<file path="src/rtl/hxi_defines.svh">
// constants for the transfer counter and processor interrupt block
`ifndef HXI_DEFINES_SVH
`define HXI_DEFINES_SVH
`define HXI_CMD_TBC_RD 8'h22
`define HXI_CMD_TBC_WR 8'hA2
`define HXI_CMD_STS_RD 8'h24
`define HXI_CMD_STS_WR 8'hA4
`define HXI_CMD_ENA_RD 8'h25
`define HXI_CMD_ENA_WR 8'hA5
`define HXI_CMD_DMA_WR 8'hA1
`define HXI_CMD_HWC_WR 8'hA0
`define HXI_BIT_SOF 0
`define HXI_BIT_ATL 1
`define HXI_BIT_EOT 2
`define HXI_BIT_OPR 4
`define HXI_BIT_SUSP 5
`define HXI_BIT_CLKRDY 6
`define HXI_DMA_CNT_SEL 2
`define HXI_HWC_GIE 0
`define HXI_FLAG_MASK 16'h0077
`define HXI_MAX_ATL 16'h1000
`define HXI_MAX_ITL 16'h0800
`define HXI_APB_CTRL 12'h000
`define HXI_APB_ADDR 12'h004
`define HXI_APB_WDATA 12'h008
`define HXI_APB_STAT 12'h00C
`define HXI_APB_RDATA 12'h010
`endif

</file>
<file path="src/rtl/hxi_pkg.sv">
// types shared by both ends
package hxi_pkg;
  typedef logic [7:0] hxi_cmd_t;
  typedef logic [15:0] hxi_word_t;
  typedef enum logic [1:0] {HXI_IDLE = 2'b00, HXI_REQ = 2'b01, HXI_WAIT = 2'b11} hxi_state_t;
endpackage : hxi_pkg

</file>
<file path="src/rtl/hxi_if.sv">
// register port between processor end and controller end
`timescale 1ns/100ps
`default_nettype none
interface hxi_if;
  logic req;
  logic wr;
  logic [7:0] cmd;
  logic [15:0] wdata;
  logic ack;
  logic [15:0] rdata;
  logic irq;
  modport dev (input req, input wr, input cmd, input wdata, output ack, output rdata, output irq);
  modport host (output req, output wr, output cmd, output wdata, input ack, input rdata, input irq);
endinterface : hxi_if
`default_nettype wire

</file>
<file path="src/rtl/hxi_dev.sv">
// controller end: transfer byte counter and processor interrupt status/enable
// Operation
// - 16-bit read/write transfer byte count register
// - count loads DMA counter on every DMA config write; it counts only when selected
// - software keeps count within list limits
// - count reached raises internal end-of-transfer
// - byte count read 22, write A2
// - flag drives pin if enabled and global
// - reads keep flags; write one clears
// - software writes FFH to clear all
// - status read 24, clear A4
// - clock-ready event sets bit 6
// - suspend event sets bit 5
// - host-side pending event sets bit 4
// - internal or external end sets bit 2
// - async list ready sets bit 1
// - frame mark sets bit 0
// - enable bits 6:0 match status bits
// - all enables zero after reset
// - enable one unmasks its flag
// - enable read 25, write A5
// - select zero needs external end; one needs nonzero
`timescale 1ns/100ps
`default_nettype none
`include "hxi_defines.svh"
module hxi_dev
  import hxi_pkg::*;
(
  input wire logic pclk,
  input wire logic presetn,
  hxi_if.dev port,
  input wire logic byte_strobe,
  input wire logic ext_eot,
  input wire logic clk_ready_evt,
  input wire logic suspend_evt,
  input wire logic op_reg_evt,
  input wire logic async_ready_evt,
  input wire logic sof_evt,
  output logic dma_active,
  output logic irq_out_pin
);
  hxi_word_t transfer_byte_count_q;
  hxi_word_t dma_count_q;
  hxi_word_t processor_irq_status_q;
  hxi_word_t processor_irq_enable_q;
  logic [7:0] dma_config_reg_q;
  logic [7:0] hw_config_reg_q;
  logic ack_q;
  hxi_word_t rdata_q;
  logic int_eot;
  logic cnt_last;
  logic wr_tbc;
  logic wr_sts;
  logic wr_ena;
  logic wr_dma;
  logic wr_hwc;
  logic rd_req;
  hxi_word_t set_d;
  hxi_word_t clr_d;
  hxi_word_t status_d;
  hxi_word_t enable_d;
  localparam hxi_word_t FLAG_MASK = `HXI_FLAG_MASK;

  function automatic logic is_wr(input hxi_cmd_t c, input hxi_cmd_t k);
    is_wr = port.req && port.wr && !ack_q && (c == k);
  endfunction : is_wr

  // decoded once so every register sees the same single-cycle strobe
  assign wr_tbc = is_wr(port.cmd, `HXI_CMD_TBC_WR);
  assign wr_sts = is_wr(port.cmd, `HXI_CMD_STS_WR);
  assign wr_ena = is_wr(port.cmd, `HXI_CMD_ENA_WR);
  assign wr_dma = is_wr(port.cmd, `HXI_CMD_DMA_WR);
  assign wr_hwc = is_wr(port.cmd, `HXI_CMD_HWC_WR);
  assign rd_req = port.req && !port.wr && !ack_q;

  // count runs only with the counter selected and a nonzero load
  assign cnt_last = (dma_count_q == 16'h0001);
  assign int_eot = dma_active && byte_strobe && cnt_last;

  always_ff @(posedge pclk or negedge presetn)
  begin
    if (!presetn)
      transfer_byte_count_q <= 16'h0000;
    // no range check: the limit depends on which list buffer is in use
    else if (wr_tbc)
      transfer_byte_count_q <= port.wdata;
  end

  always_ff @(posedge pclk or negedge presetn)
  begin
    if (!presetn)
    begin
      dma_config_reg_q <= 8'h00;
      hw_config_reg_q <= 8'h00;
    end
    else
    begin
      if (wr_dma)
        dma_config_reg_q <= port.wdata[7:0];
      if (wr_hwc)
        hw_config_reg_q <= port.wdata[7:0];
    end
  end

  // loading happens on every DMA config write; a zero count never starts the counter
  always_ff @(posedge pclk or negedge presetn)
  begin
    if (!presetn)
    begin
      dma_count_q <= 16'h0000;
      dma_active <= 1'b0;
    end
    else if (wr_dma)
    begin
      dma_count_q <= transfer_byte_count_q;
      dma_active <= port.wdata[`HXI_DMA_CNT_SEL] && (transfer_byte_count_q != 16'h0000);
    end
    else if (dma_active && byte_strobe)
    begin
      dma_count_q <= dma_count_q - 16'h0001;
      if (cnt_last)
        dma_active <= 1'b0;
    end
  end

  always_comb
  begin
    set_d = 16'h0000;
    set_d[`HXI_BIT_CLKRDY] = clk_ready_evt;
    set_d[`HXI_BIT_SUSP] = suspend_evt;
    set_d[`HXI_BIT_OPR] = op_reg_evt;
    set_d[`HXI_BIT_EOT] = int_eot || (ext_eot && !dma_config_reg_q[`HXI_DMA_CNT_SEL]);
    set_d[`HXI_BIT_ATL] = async_ready_evt;
    set_d[`HXI_BIT_SOF] = sof_evt;
    clr_d = wr_sts ? port.wdata : 16'h0000;
  end

  // a set in the clearing cycle wins so no event is lost
  generate
    for (genvar b = 0; b < 16; b = b + 1)
    begin : g_flag
      if (FLAG_MASK[b])
      begin : g_live
        assign status_d[b] = set_d[b] || (processor_irq_status_q[b] && !clr_d[b]);
        assign enable_d[b] = wr_ena ? port.wdata[b] : processor_irq_enable_q[b];
      end
      else
      begin : g_resvd
        assign status_d[b] = 1'b0;
        assign enable_d[b] = 1'b0;
      end
    end
  endgenerate

  always_ff @(posedge pclk or negedge presetn)
  begin
    if (!presetn)
      processor_irq_status_q <= 16'h0000;
    else
      processor_irq_status_q <= status_d;
  end

  always_ff @(posedge pclk or negedge presetn)
  begin
    if (!presetn)
      processor_irq_enable_q <= 16'h0000;
    else
      processor_irq_enable_q <= enable_d;
  end

  always_ff @(posedge pclk or negedge presetn)
  begin
    if (!presetn)
      irq_out_pin <= 1'b0;
    // registered so the pin cannot glitch while flags and enables change
    else
      irq_out_pin <= hw_config_reg_q[`HXI_HWC_GIE] && |(processor_irq_status_q & processor_irq_enable_q);
  end

  // one-cycle ack; reads do not touch any flag
  always_ff @(posedge pclk or negedge presetn)
  begin
    if (!presetn)
    begin
      ack_q <= 1'b0;
      rdata_q <= 16'h0000;
    end
    else
    begin
      ack_q <= port.req && !ack_q;
      if (rd_req)
      begin
        case (port.cmd)
          `HXI_CMD_TBC_RD: rdata_q <= transfer_byte_count_q;
          `HXI_CMD_STS_RD: rdata_q <= processor_irq_status_q;
          `HXI_CMD_ENA_RD: rdata_q <= processor_irq_enable_q;
          default: rdata_q <= 16'h0000;
        endcase
      end
    end
  end

  assign port.ack = ack_q;
  assign port.rdata = rdata_q;
  assign port.irq = irq_out_pin;
endmodule : hxi_dev
`default_nettype wire

</file>
<file path="src/flat_wrapper.sv">
// flat-port wrapper written by rule: the top's interface ports become plain ports
module hxi_dev_flat import hxi_pkg::*;
  (pclk, presetn, byte_strobe, ext_eot, clk_ready_evt, suspend_evt, op_reg_evt, async_ready_evt, sof_evt, dma_active, irq_out_pin, port_req, port_wr, port_cmd, port_wdata, port_ack, port_rdata, port_irq);
  hxi_if port_i ();
  input wire logic pclk;
  input wire logic presetn;
  input wire logic byte_strobe;
  input wire logic ext_eot;
  input wire logic clk_ready_evt;
  input wire logic suspend_evt;
  input wire logic op_reg_evt;
  input wire logic async_ready_evt;
  input wire logic sof_evt;
  output logic dma_active;
  output logic irq_out_pin;
  input wire logic [$bits(port_i.req)-1:0] port_req;
  input wire logic [$bits(port_i.wr)-1:0] port_wr;
  input wire logic [$bits(port_i.cmd)-1:0] port_cmd;
  input wire logic [$bits(port_i.wdata)-1:0] port_wdata;
  output wire logic [$bits(port_i.ack)-1:0] port_ack;
  output wire logic [$bits(port_i.rdata)-1:0] port_rdata;
  output wire logic [$bits(port_i.irq)-1:0] port_irq;
  assign port_i.req = port_req;
  assign port_i.wr = port_wr;
  assign port_i.cmd = port_cmd;
  assign port_i.wdata = port_wdata;
  assign port_ack = port_i.ack;
  assign port_rdata = port_i.rdata;
  assign port_irq = port_i.irq;
  hxi_dev u_core (.pclk(pclk), .presetn(presetn), .port(port_i), .byte_strobe(byte_strobe), .ext_eot(ext_eot), .clk_ready_evt(clk_ready_evt), .suspend_evt(suspend_evt), .op_reg_evt(op_reg_evt), .async_ready_evt(async_ready_evt), .sof_evt(sof_evt), .dma_active(dma_active), .irq_out_pin(irq_out_pin));
endmodule
</file>
<file path="config.mk">
export PLATFORM = sky130hd
export DESIGN_NAME = hxi_dev_flat
export DESIGN_NICKNAME = d
export VERILOG_FILES = /design/src/rtl/hxi_pkg.sv /design/src/rtl/hxi_if.sv /design/src/rtl/hxi_dev.sv /design/src/flat_wrapper.sv
export VERILOG_INCLUDE_DIRS = /design/src /design/src/rtl
export SDC_FILE = /design/constraint.sdc
export NUM_CORES = 1
export LEC_CHECK = 0
export BUFFER_PORTS_ARGS = -buffer_cell sky130_fd_sc_hd__buf_4
export CAP_MARGIN = 20
export CELL_PAD_IN_SITES_DETAIL_PLACEMENT = 1
export CELL_PAD_IN_SITES_GLOBAL_PLACEMENT = 2
export CORE_UTILIZATION = 36
export DETAILED_ROUTE_END_ITERATION = 8
export GPL_ROUTABILITY_DRIVEN = 0
export PLACE_DENSITY = 0.91
export SLEW_MARGIN = 5
export SYNTH_ARGS = -nofsm -noshare
export SYNTH_HDL_FRONTEND = slang
export SYNTH_SLANG_ARGS = --single-unit
export TNS_END_PERCENT = 30
</file>
<file path="constraint.sdc">
create_clock -name pclk -period 2 [get_ports pclk]
set_input_delay 0 -clock pclk [delete_from_list [all_inputs] [get_ports pclk]]
set_output_delay 0 -clock pclk [all_outputs]
set_load 0.03 [all_outputs]
</file>
Yosys cells after proc, flatten, opt, wreduce, memory -nomap -nowiden
Index checks and enable logic that the tools add are counted.

word-level totals
  register bits after elaboration = 67
  latch bits = 0
  bits in writable memories = 0
  bits in read-only memories = 0
  input bits = 35
  output and inout port bits = 20
  logic and storage cells = 70
  memories = 0

cells by class
  $add $sub $neg = 1
  multipliers = 0
  divide/modulo/power cells = 0
  order comparisons = 0
  eq/ne operators = 9
  shift-type cells = 0
  muxes and demuxes = 7
  bitwise operators = 1
  reduce and logical (&&, ||, !) cells = 42

operators with widths
  cell                   count
  $pmux 16 s3            1
  $eq 8x8->1 const B     5
  $mux 16                2
  $eq 8x6->1 const B     3
  $logic_and 1x1->1      21
  $eq 16x1->1 const B    1
  $reduce_bool 16->1     1
  $reduce_or 16->1       1
  $sub 16x1->16 const B  1
  $logic_not 1->1        9
  $and 7x7->7            1
  $logic_or 1x1->1       7
  $mux 7                 1
  $reduce_bool 2->1      2
  $mux 1                 3
  $reduce_and 2->1       1

Longest topological paths before layout
Gate-level depths: netlist of the first run.

  depth in word-level cells = 7
  mapped depth = 7
  depth with buffers taken out = 6

Least setup slack after synthesis of the first run
OpenSTA, ideal clock, no wires.

  path kind = register -> register
  start = register u_core.ack_q, in the netlist u_core.port.ack
  end = register u_core.transfer_byte_count_q[0]
  library setup time = 0.125 ns
  arrival = 1.698 ns
  data required time = 1.875 ns
  slack = 0.178 ns
  stages on the path, launching flop included = 5
  path buffers = 1
  period minus slack after synthesis = 1.822 ns
  cell sequence = dfrtp_1 > nand4b_1 > nor3_4 > buf_6 > mux2_2

between the ends
  longest elaborated chain between the ends = 3

RTL lines
  item                             line            source
  start, declared                  hxi_dev.sv:48   logic ack_q;
  start signal, assigned           hxi_dev.sv:190  ack_q <= port.req && !ack_q;
  $logic_not 1->1                  hxi_dev.sv:65   is_wr = port.req && port.wr && !ack_q && (c == k);
  $logic_and 1x1->1 (2 in series)  hxi_dev.sv:65
  end signal, assigned             hxi_dev.sv:86   transfer_byte_count_q <= port.wdata;
  end, declared                    hxi_dev.sv:42   hxi_word_t transfer_byte_count_q;

No other way between the ends.
A chain may end at the register's enable or synchronous reset.

Worst setup path after layout of the first run
  start = register u_core.dma_count_q[8]
  end = register u_core.dma_active

between the ends
  longest elaborated chain between the ends = 3

RTL lines
  item                                line            source
  start, declared                     hxi_dev.sv:43   hxi_word_t dma_count_q;
  start signal, assigned              hxi_dev.sv:115  dma_count_q <= transfer_byte_count_q;
  start signal, assigned              hxi_dev.sv:120  dma_count_q <= dma_count_q - 16'h0001;
  $eq 16x1->1                         hxi_dev.sv:77   assign cnt_last = (dma_count_q == 16'h0001);
  $reduce_bool 2->1 (no source line)  -
  $reduce_and 2->1 (no source line)   -
  end signal, assigned                hxi_dev.sv:116  dma_active <= port.wdata[`HXI_DMA_CNT_SEL] && (transfer_byte_count_q != 16'h0000);
  end, declared                       hxi_dev.sv:39   output logic dma_active,

No other way between the ends.

==> results of run 1 <==
==> final timing paths <==
check                                       from                                to  slack, ps  cells after the start
max in group asynchronous                presetn              u_core.port.rdata[5]       1170                      2
setup / recovery           u_core.dma_count_q[8]                 u_core.dma_active        150                      5
min in group asynchronous                presetn  u_core.processor_irq_enable_q[5]        280                      2
hold / removal                       port_cmd[2]         u_core.hw_config_reg_q[0]         70                      4
hold reg to reg             u_core.port.rdata[6]              u_core.port.rdata[6]        480                      2
setup reg to reg           u_core.dma_count_q[8]                 u_core.dma_active        150                      5
==> stage by stage <==
step / total power [mW] / utilization, % / cells / setup WS (ps)
after global routing: 2.719 / 49.68 / 445 / 29.68
after detailed placement: 1.607 / 44.46 / 405 / 152.7
final: 2.604 / 49.68 / 445 / 149.7
after global placement: 1.597 / 44.46 / 405 / 211.1
after floorplan: 1.480 / - / 253 / 177.6
after CTS: 2.640 / 49.68 / 445 / 139.5
==> placed cells by master (no fill, tap or decap), drive strengths merged, types with 9 or more instances in the layout <==
cell type and count:
xnor2 12, nor2 20, buf 59, nor4 12
a22o 10, mux2 31, dfrtp 65, dlygate4sd3 24
clkbuf 9, a21oi 14, nand2 20, a22oi 9
==> cells by family after synthesis <==
| family | share of synthesized area, % |
|---|---|
| xor+xnor | 4.111 |
| flops | 54.53 |
| buf+inv | 2.055 |
| mux | 11.70 |
| simple gates | 16.15 |
| compound gates | 10.61 |
| fa+ha+maj | 0.8388 |
==> worst max-delay path, cell delays in order (launching register included) <==
cell and delay [ps]:
dfrtp_1 430, nor4_1 470, nand2b_4 120, or4b_1 540
nand3_1 100, o21ai_1 60
==> power groups by stage <==
stage,logic (mW),registers (mW),clock network (mW)
after detailed placement,0.217,1.39,0
after CTS,0.256,1.36,1.02
after floorplan,0.0953,1.38,0
final,0.253,1.36,0.986
after global routing,0.278,1.37,1.07
after global placement,0.209,1.39,0
==> cell type report <==
type                       instances  share of cell area [%]
multi-input combinational        175                   33.05
clock buffer                       9                   3.161
tap                              102                   3.257
timing repair buffer              83                   17.43
sequential                        65                   41.51
inverter                           4                  0.3831
clock inverter                     7                   1.213
==> state kept, by name (all words and copies together) (netlist names), 6 cells and up <==
register,count
u_core.port.rdata,16
u_core.transfer_byte_count_q,16
u_core.processor_irq_enable_q,6
u_core.dma_count_q,16
u_core.processor_irq_status_q,6
==> layer usage <==
layer	up-vias	routed length (µm)	part of all wire, %
met5	-	0	0
met4	0	172	2.2
met3	16	347	4.4
met2	61	3848	48
met1	1156	3588	45
li1	1088	-	-
==> results.py, run 1 <==
metrics = {
    "routing": {
        "vias": 2321,
        "drtIter0Drc": 91,
        "drc": 0,
        "dr.pass1.iters": 5,
        "drt-total-wl_mm": 7.956,
        "post_drt_wl_per_cell_um": 17.88,
        "via_per_inst": 5.216,
        "postRouteAntennaNets": 0,
    },
    "grt": {
        "top_usage_layer": "met2",
        "grt_util_met3_pct": 4.959,
        "grt_util_met1_pct": 25.42,
        "grt_pass1_wl_mm": 13.06,
        "overflow": 0,
        "grtUsageTotal_pct": 20.28,
        "grt_use_met2_pct": 33.58,
        "grt_max_degree": 66,
        "antenna_found_initial": 0,
        "first_global_vias": 2572,
    },
    "synth": {
        "ys.warnings.count": 0,
        "synth.top_cell.area_share_pct": 54.53,
        "synth.top_cells.by_count": "dfrtp_1, mux2_2, nand2_1",
        "ys_ff_latch": 65,
        "yosysTopAreaCell": "dfrtp_1",
        "syn_nets": 290,
        "yosysSeqAreaShare_pct": 54.53,
        "syn_area_per_cell_um2": 11.79,
        "synth_cells": 253,
        "ys_types": 43,
        "synth_area_um2": 2983,
        "yosys-top-cells-area": "dfrtp_1, mux2_2, xnor2_1",
        "synth-edff-count": 0,
        "async_flop_share_pct": 100.0,
        "synth.most_common_cell": "dfrtp_1",
        "synth_ff_type": "dfrtp_1",
    },
    "timing": {
        "fin_skew_ps": 9.202,
        "max_freq_ghz": 0.5405,
        "rsz0062_at_grt": "false",
        "final-hold-violation-count": 0,
        "relSlewSlack_pct": 45.51,
        "period_share_pct": 92.51,
        "slew_violations": 0,
        "worst_pin_slew_ps": 817.3,
        "whs_ps": 74.24,
        "fin_crit_ps": 1850,
        "fin_tns_setup_ps": 0,
        "setup_viol": 0,
    },
    "worst_setup_path": {
        "cp_max_fo": 5,
        "critPathLaunchType": "flop",
        "path_class": "reg2reg",
        "worstPathRequired_ps": 2230,
        "critPathCaptureType": "flop",
        "cp.arrival_ps": 2080,
    },
    "floorplanning": {
        "core_um2": 7888,
        "start_util_pct": 37.82,
        "rows": 32,
        "die_w_um": 93.03,
        "num_io_pins": 55,
        "die_area_um2": 8654,
        "die_h_um": 93.03,
    },
    "clock_tree": {
        "tritoncts": "done",
        "cts_buffers": 9,
        "clockBufferDepth": 2,
        "cts_hold_buf": 24,
        "cts_resized": 0,
        "root_buffer": "clkbuf_8",
        "cts_setup_buffers": 0,
        "path_clk_slew_ps": 70,
        "clock_sinks": 65,
        "clk_latency_ps": 350,
        "htree_levels": 3,
    },
    "worst_hold_path": {
        "worst_hold_path_type": "in2reg",
    },
    "power_and_ir_drop": {
        "combPwrFrac_pct": 9.7,
        "power_switching_mw": 0.6864,
        "powerDensity_nw_per_um2": 664.6,
        "pwr-share-clk_pct": 37.9,
        "peakVddDrop_uv": 336.0,
        "p_sw_share_pct": 26.36,
        "internal_power_mw": 1.918,
        "p_seq_share_pct": 52.4,
        "power.leakage_nw": 1.845,
    },
    "layout": {
        "antenna_cells": 0,
        "syn_to_final_growth_pct": 31.38,
        "drive_above_1_share_pct": 34.11,
        "ff_latch_area_um2": 1627,
        "design_area_um2": 3919,
        "fin_nets": 375,
        "fillers": 864,
        "multi_input_area_um2": 1295,
    },
    "placed_design": {
        "place_area_um2": 3507,
        "port_buffers": 54,
        "hpwlAfterDp_mm": 5.600,
    },
    "job": {
        "drv_cap": 0,
    },
    "run_status": {
        "status": "completed",
    },
}
(Power assumes the default switching activity.)
==> run 2, diff against run 1 <==
--- a/config.mk
+++ b/config.mk
@@ -10,6 +10,7 @@
 export CAP_MARGIN = 20
 export CELL_PAD_IN_SITES_DETAIL_PLACEMENT = 1
 export CELL_PAD_IN_SITES_GLOBAL_PLACEMENT = 2
+export CORE_ASPECT_RATIO = 2
 export CORE_UTILIZATION = 36
 export DETAILED_ROUTE_END_ITERATION = 8
 export GPL_ROUTABILITY_DRIVEN = 0
==> results.py, run 2 (synthesized netlist as in run 1, its figures left out) <==
metrics = {
    "clock_tree": {
        "tritoncts": "done",
        "clockBufferDepth": 2,
        "clock_sinks": 65,
        "root_buffer": "clkbuf_16",
        "path_clk_slew_ps": 50,
        "cts_setup_buffers": 0,
        "htree_levels": 3,
        "cts_buffers": 9,
        "clk_latency_ps": 330,
    },
    "floorplanning": {
        "start_util_pct": 37.28,
        "die_h_um": 130.7,
        "die_area_um2": 8676,
        "rows": 46,
        "core_um2": 8000,
        "num_io_pins": 55,
        "die_w_um": 66.37,
    },
    "worst_setup_path": {
        "worstReg2RegStart": "u_core.dma_count_q[6]",
        "cp-endpoint": "u_core.dma_active",
        "cp.arrival_ps": 2040,
        "r2r-end": "u_core.dma_active",
        "ff2ff_setup_slack_ps": 170,
        "critPathLaunchType": "flop",
        "cp_max_fo": 5,
        "reg2reg_depth": 5,
        "path_class": "reg2reg",
        "crit_start": "u_core.dma_count_q[6]",
        "critPathCaptureType": "flop",
        "worstPathRequired_ps": 2210,
    },
    "grt": {
        "grt_pass1_wl_mm": 13.23,
        "overflow": 0,
        "grtUsageTotal_pct": 21.61,
        "grt_max_degree": 66,
        "antenna_found_initial": 0,
        "first_global_vias": 2614,
    },
    "layout": {
        "syn_to_final_growth_pct": 35.82,
        "fin_cells": 441,
        "design_area_um2": 4051,
        "antenna_cells": 0,
        "layout_common_cells": "dfrtp_1, buf_4, mux2_2",
        "final_common_cell": "dfrtp_1",
        "fin_nets": 377,
        "drive_above_1_share_pct": 33.91,
    },
    "timing": {
        "setup_viol": 0,
        "fin_tns_setup_ps": 0,
        "period_share_pct": 91.66,
        "rsz0062_at_grt": "false",
        "max_freq_ghz": 0.5455,
        "relSlewSlack_pct": 45.80,
        "final-hold-violation-count": 0,
        "slew_violations": 0,
        "whs_ps": 74.71,
        "fin_crit_ps": 1833,
        "worst_pin_slew_ps": 813.0,
        "fin_skew_ps": 5.161,
    },
    "placed_design": {
        "port_buffers": 54,
        "dpl.cell_count": 401,
        "hpwlAfterDp_mm": 5.733,
        "place_area_um2": 3515,
    },
    "routing": {
        "dr.pass1.iters": 4,
        "postRouteAntennaNets": 0,
        "drc": 0,
        "drt-total-wl_mm": 8.243,
        "via_per_inst": 5.340,
        "vias": 2355,
        "post_drt_wl_per_cell_um": 18.69,
        "drtIter0Drc": 80,
    },
    "worst_hold_path": {
        "worst_hold_path_type": "in2reg",
        "hold_depth": 4,
    },
    "power_and_ir_drop": {
        "powerDensity_nw_per_um2": 780.6,
        "peakVddDrop_uv": 526.0,
        "total_power_mw": 3.163,
        "power.leakage_nw": 1.915,
    },
    "job": {
        "drv_cap": 0,
    },
    "run_status": {
        "status": "completed",
    },
}
-- run 2: changes by cell type in the layout (fill, tap and decap cells not counted), sizes merged --
cell and change:
clkinv -3, buf +2, clkinvlp -2, clkbuf +4
bufinv +1
-- run 2: critical path, stage by stage, from the launching register on --
cell and delay (ps):
dfrtp_1 400, or3_4 420, nand2b_4 180, or4b_1 540, nand3_1 110, o21ai_1 60
-- run 2: what timing repair did --
item / CTS / global route
hold endpoints to repair: 97 / 0
gates resized for setup: 0 / 1
hold buffers: 24 / 0
endpoints found under the setup margin: 0 / 1
-- run 2: where the power goes --
group,switching [mW],internal [mW],total [mW]
Clock,0.541,0.995,1.54
Sequential,0.0266,1.34,1.37
Combinational,0.122,0.137,0.260
-- run 2: worst min-delay path by stage --
stage | to | slack [ps] | from
detailed placement | u_core.processor_irq_enable_q[6] | 150 | presetn
finish | u_core.hw_config_reg_q[0] | 70 | port_cmd[1]
global route | u_core.hw_config_reg_q[0] | 90 | port_cmd[2]
CTS | u_core.hw_config_reg_q[0] | 60 | port_cmd[1]
global placement | u_core.port.ack | 140 | presetn
floorplan | u_core.dma_active | -300 | presetn
-- run 2: cell type report --
| class | instances | area, µm² |
|---|---|---|
| fill | 883 | 3949 |
| clock inverter | 3 | 40.04 |
| sequential | 65 | 1627 |
| clock buffer | 13 | 250.2 |
| multi-input combinational | 175 | 1301 |
| timing repair buffer | 85 | 698.2 |
| tap | 96 | 120.1 |
| inverter | 4 | 15.01 |
-- run 2: per-layer routing --
layer | routed length (µm) | vias to the layer above | track usage (%)
met5 | 0 | - | 0
met4 | 413 | 0 | 14.64
met3 | 190 | 28 | 3.646
met2 | 4768 | 57 | 39.74
met1 | 2870 | 1177 | 21.33
li1 | - | 1093 | -
-- run 2: metrics by stage --
step                      utilization, %  worst slack, ps
final                              50.64            166.9
after detailed placement           43.93            163.9
after global placement             43.93            202.9
after global routing               50.64            54.60
after floorplan                        -            177.6
after CTS                          50.56            154.3
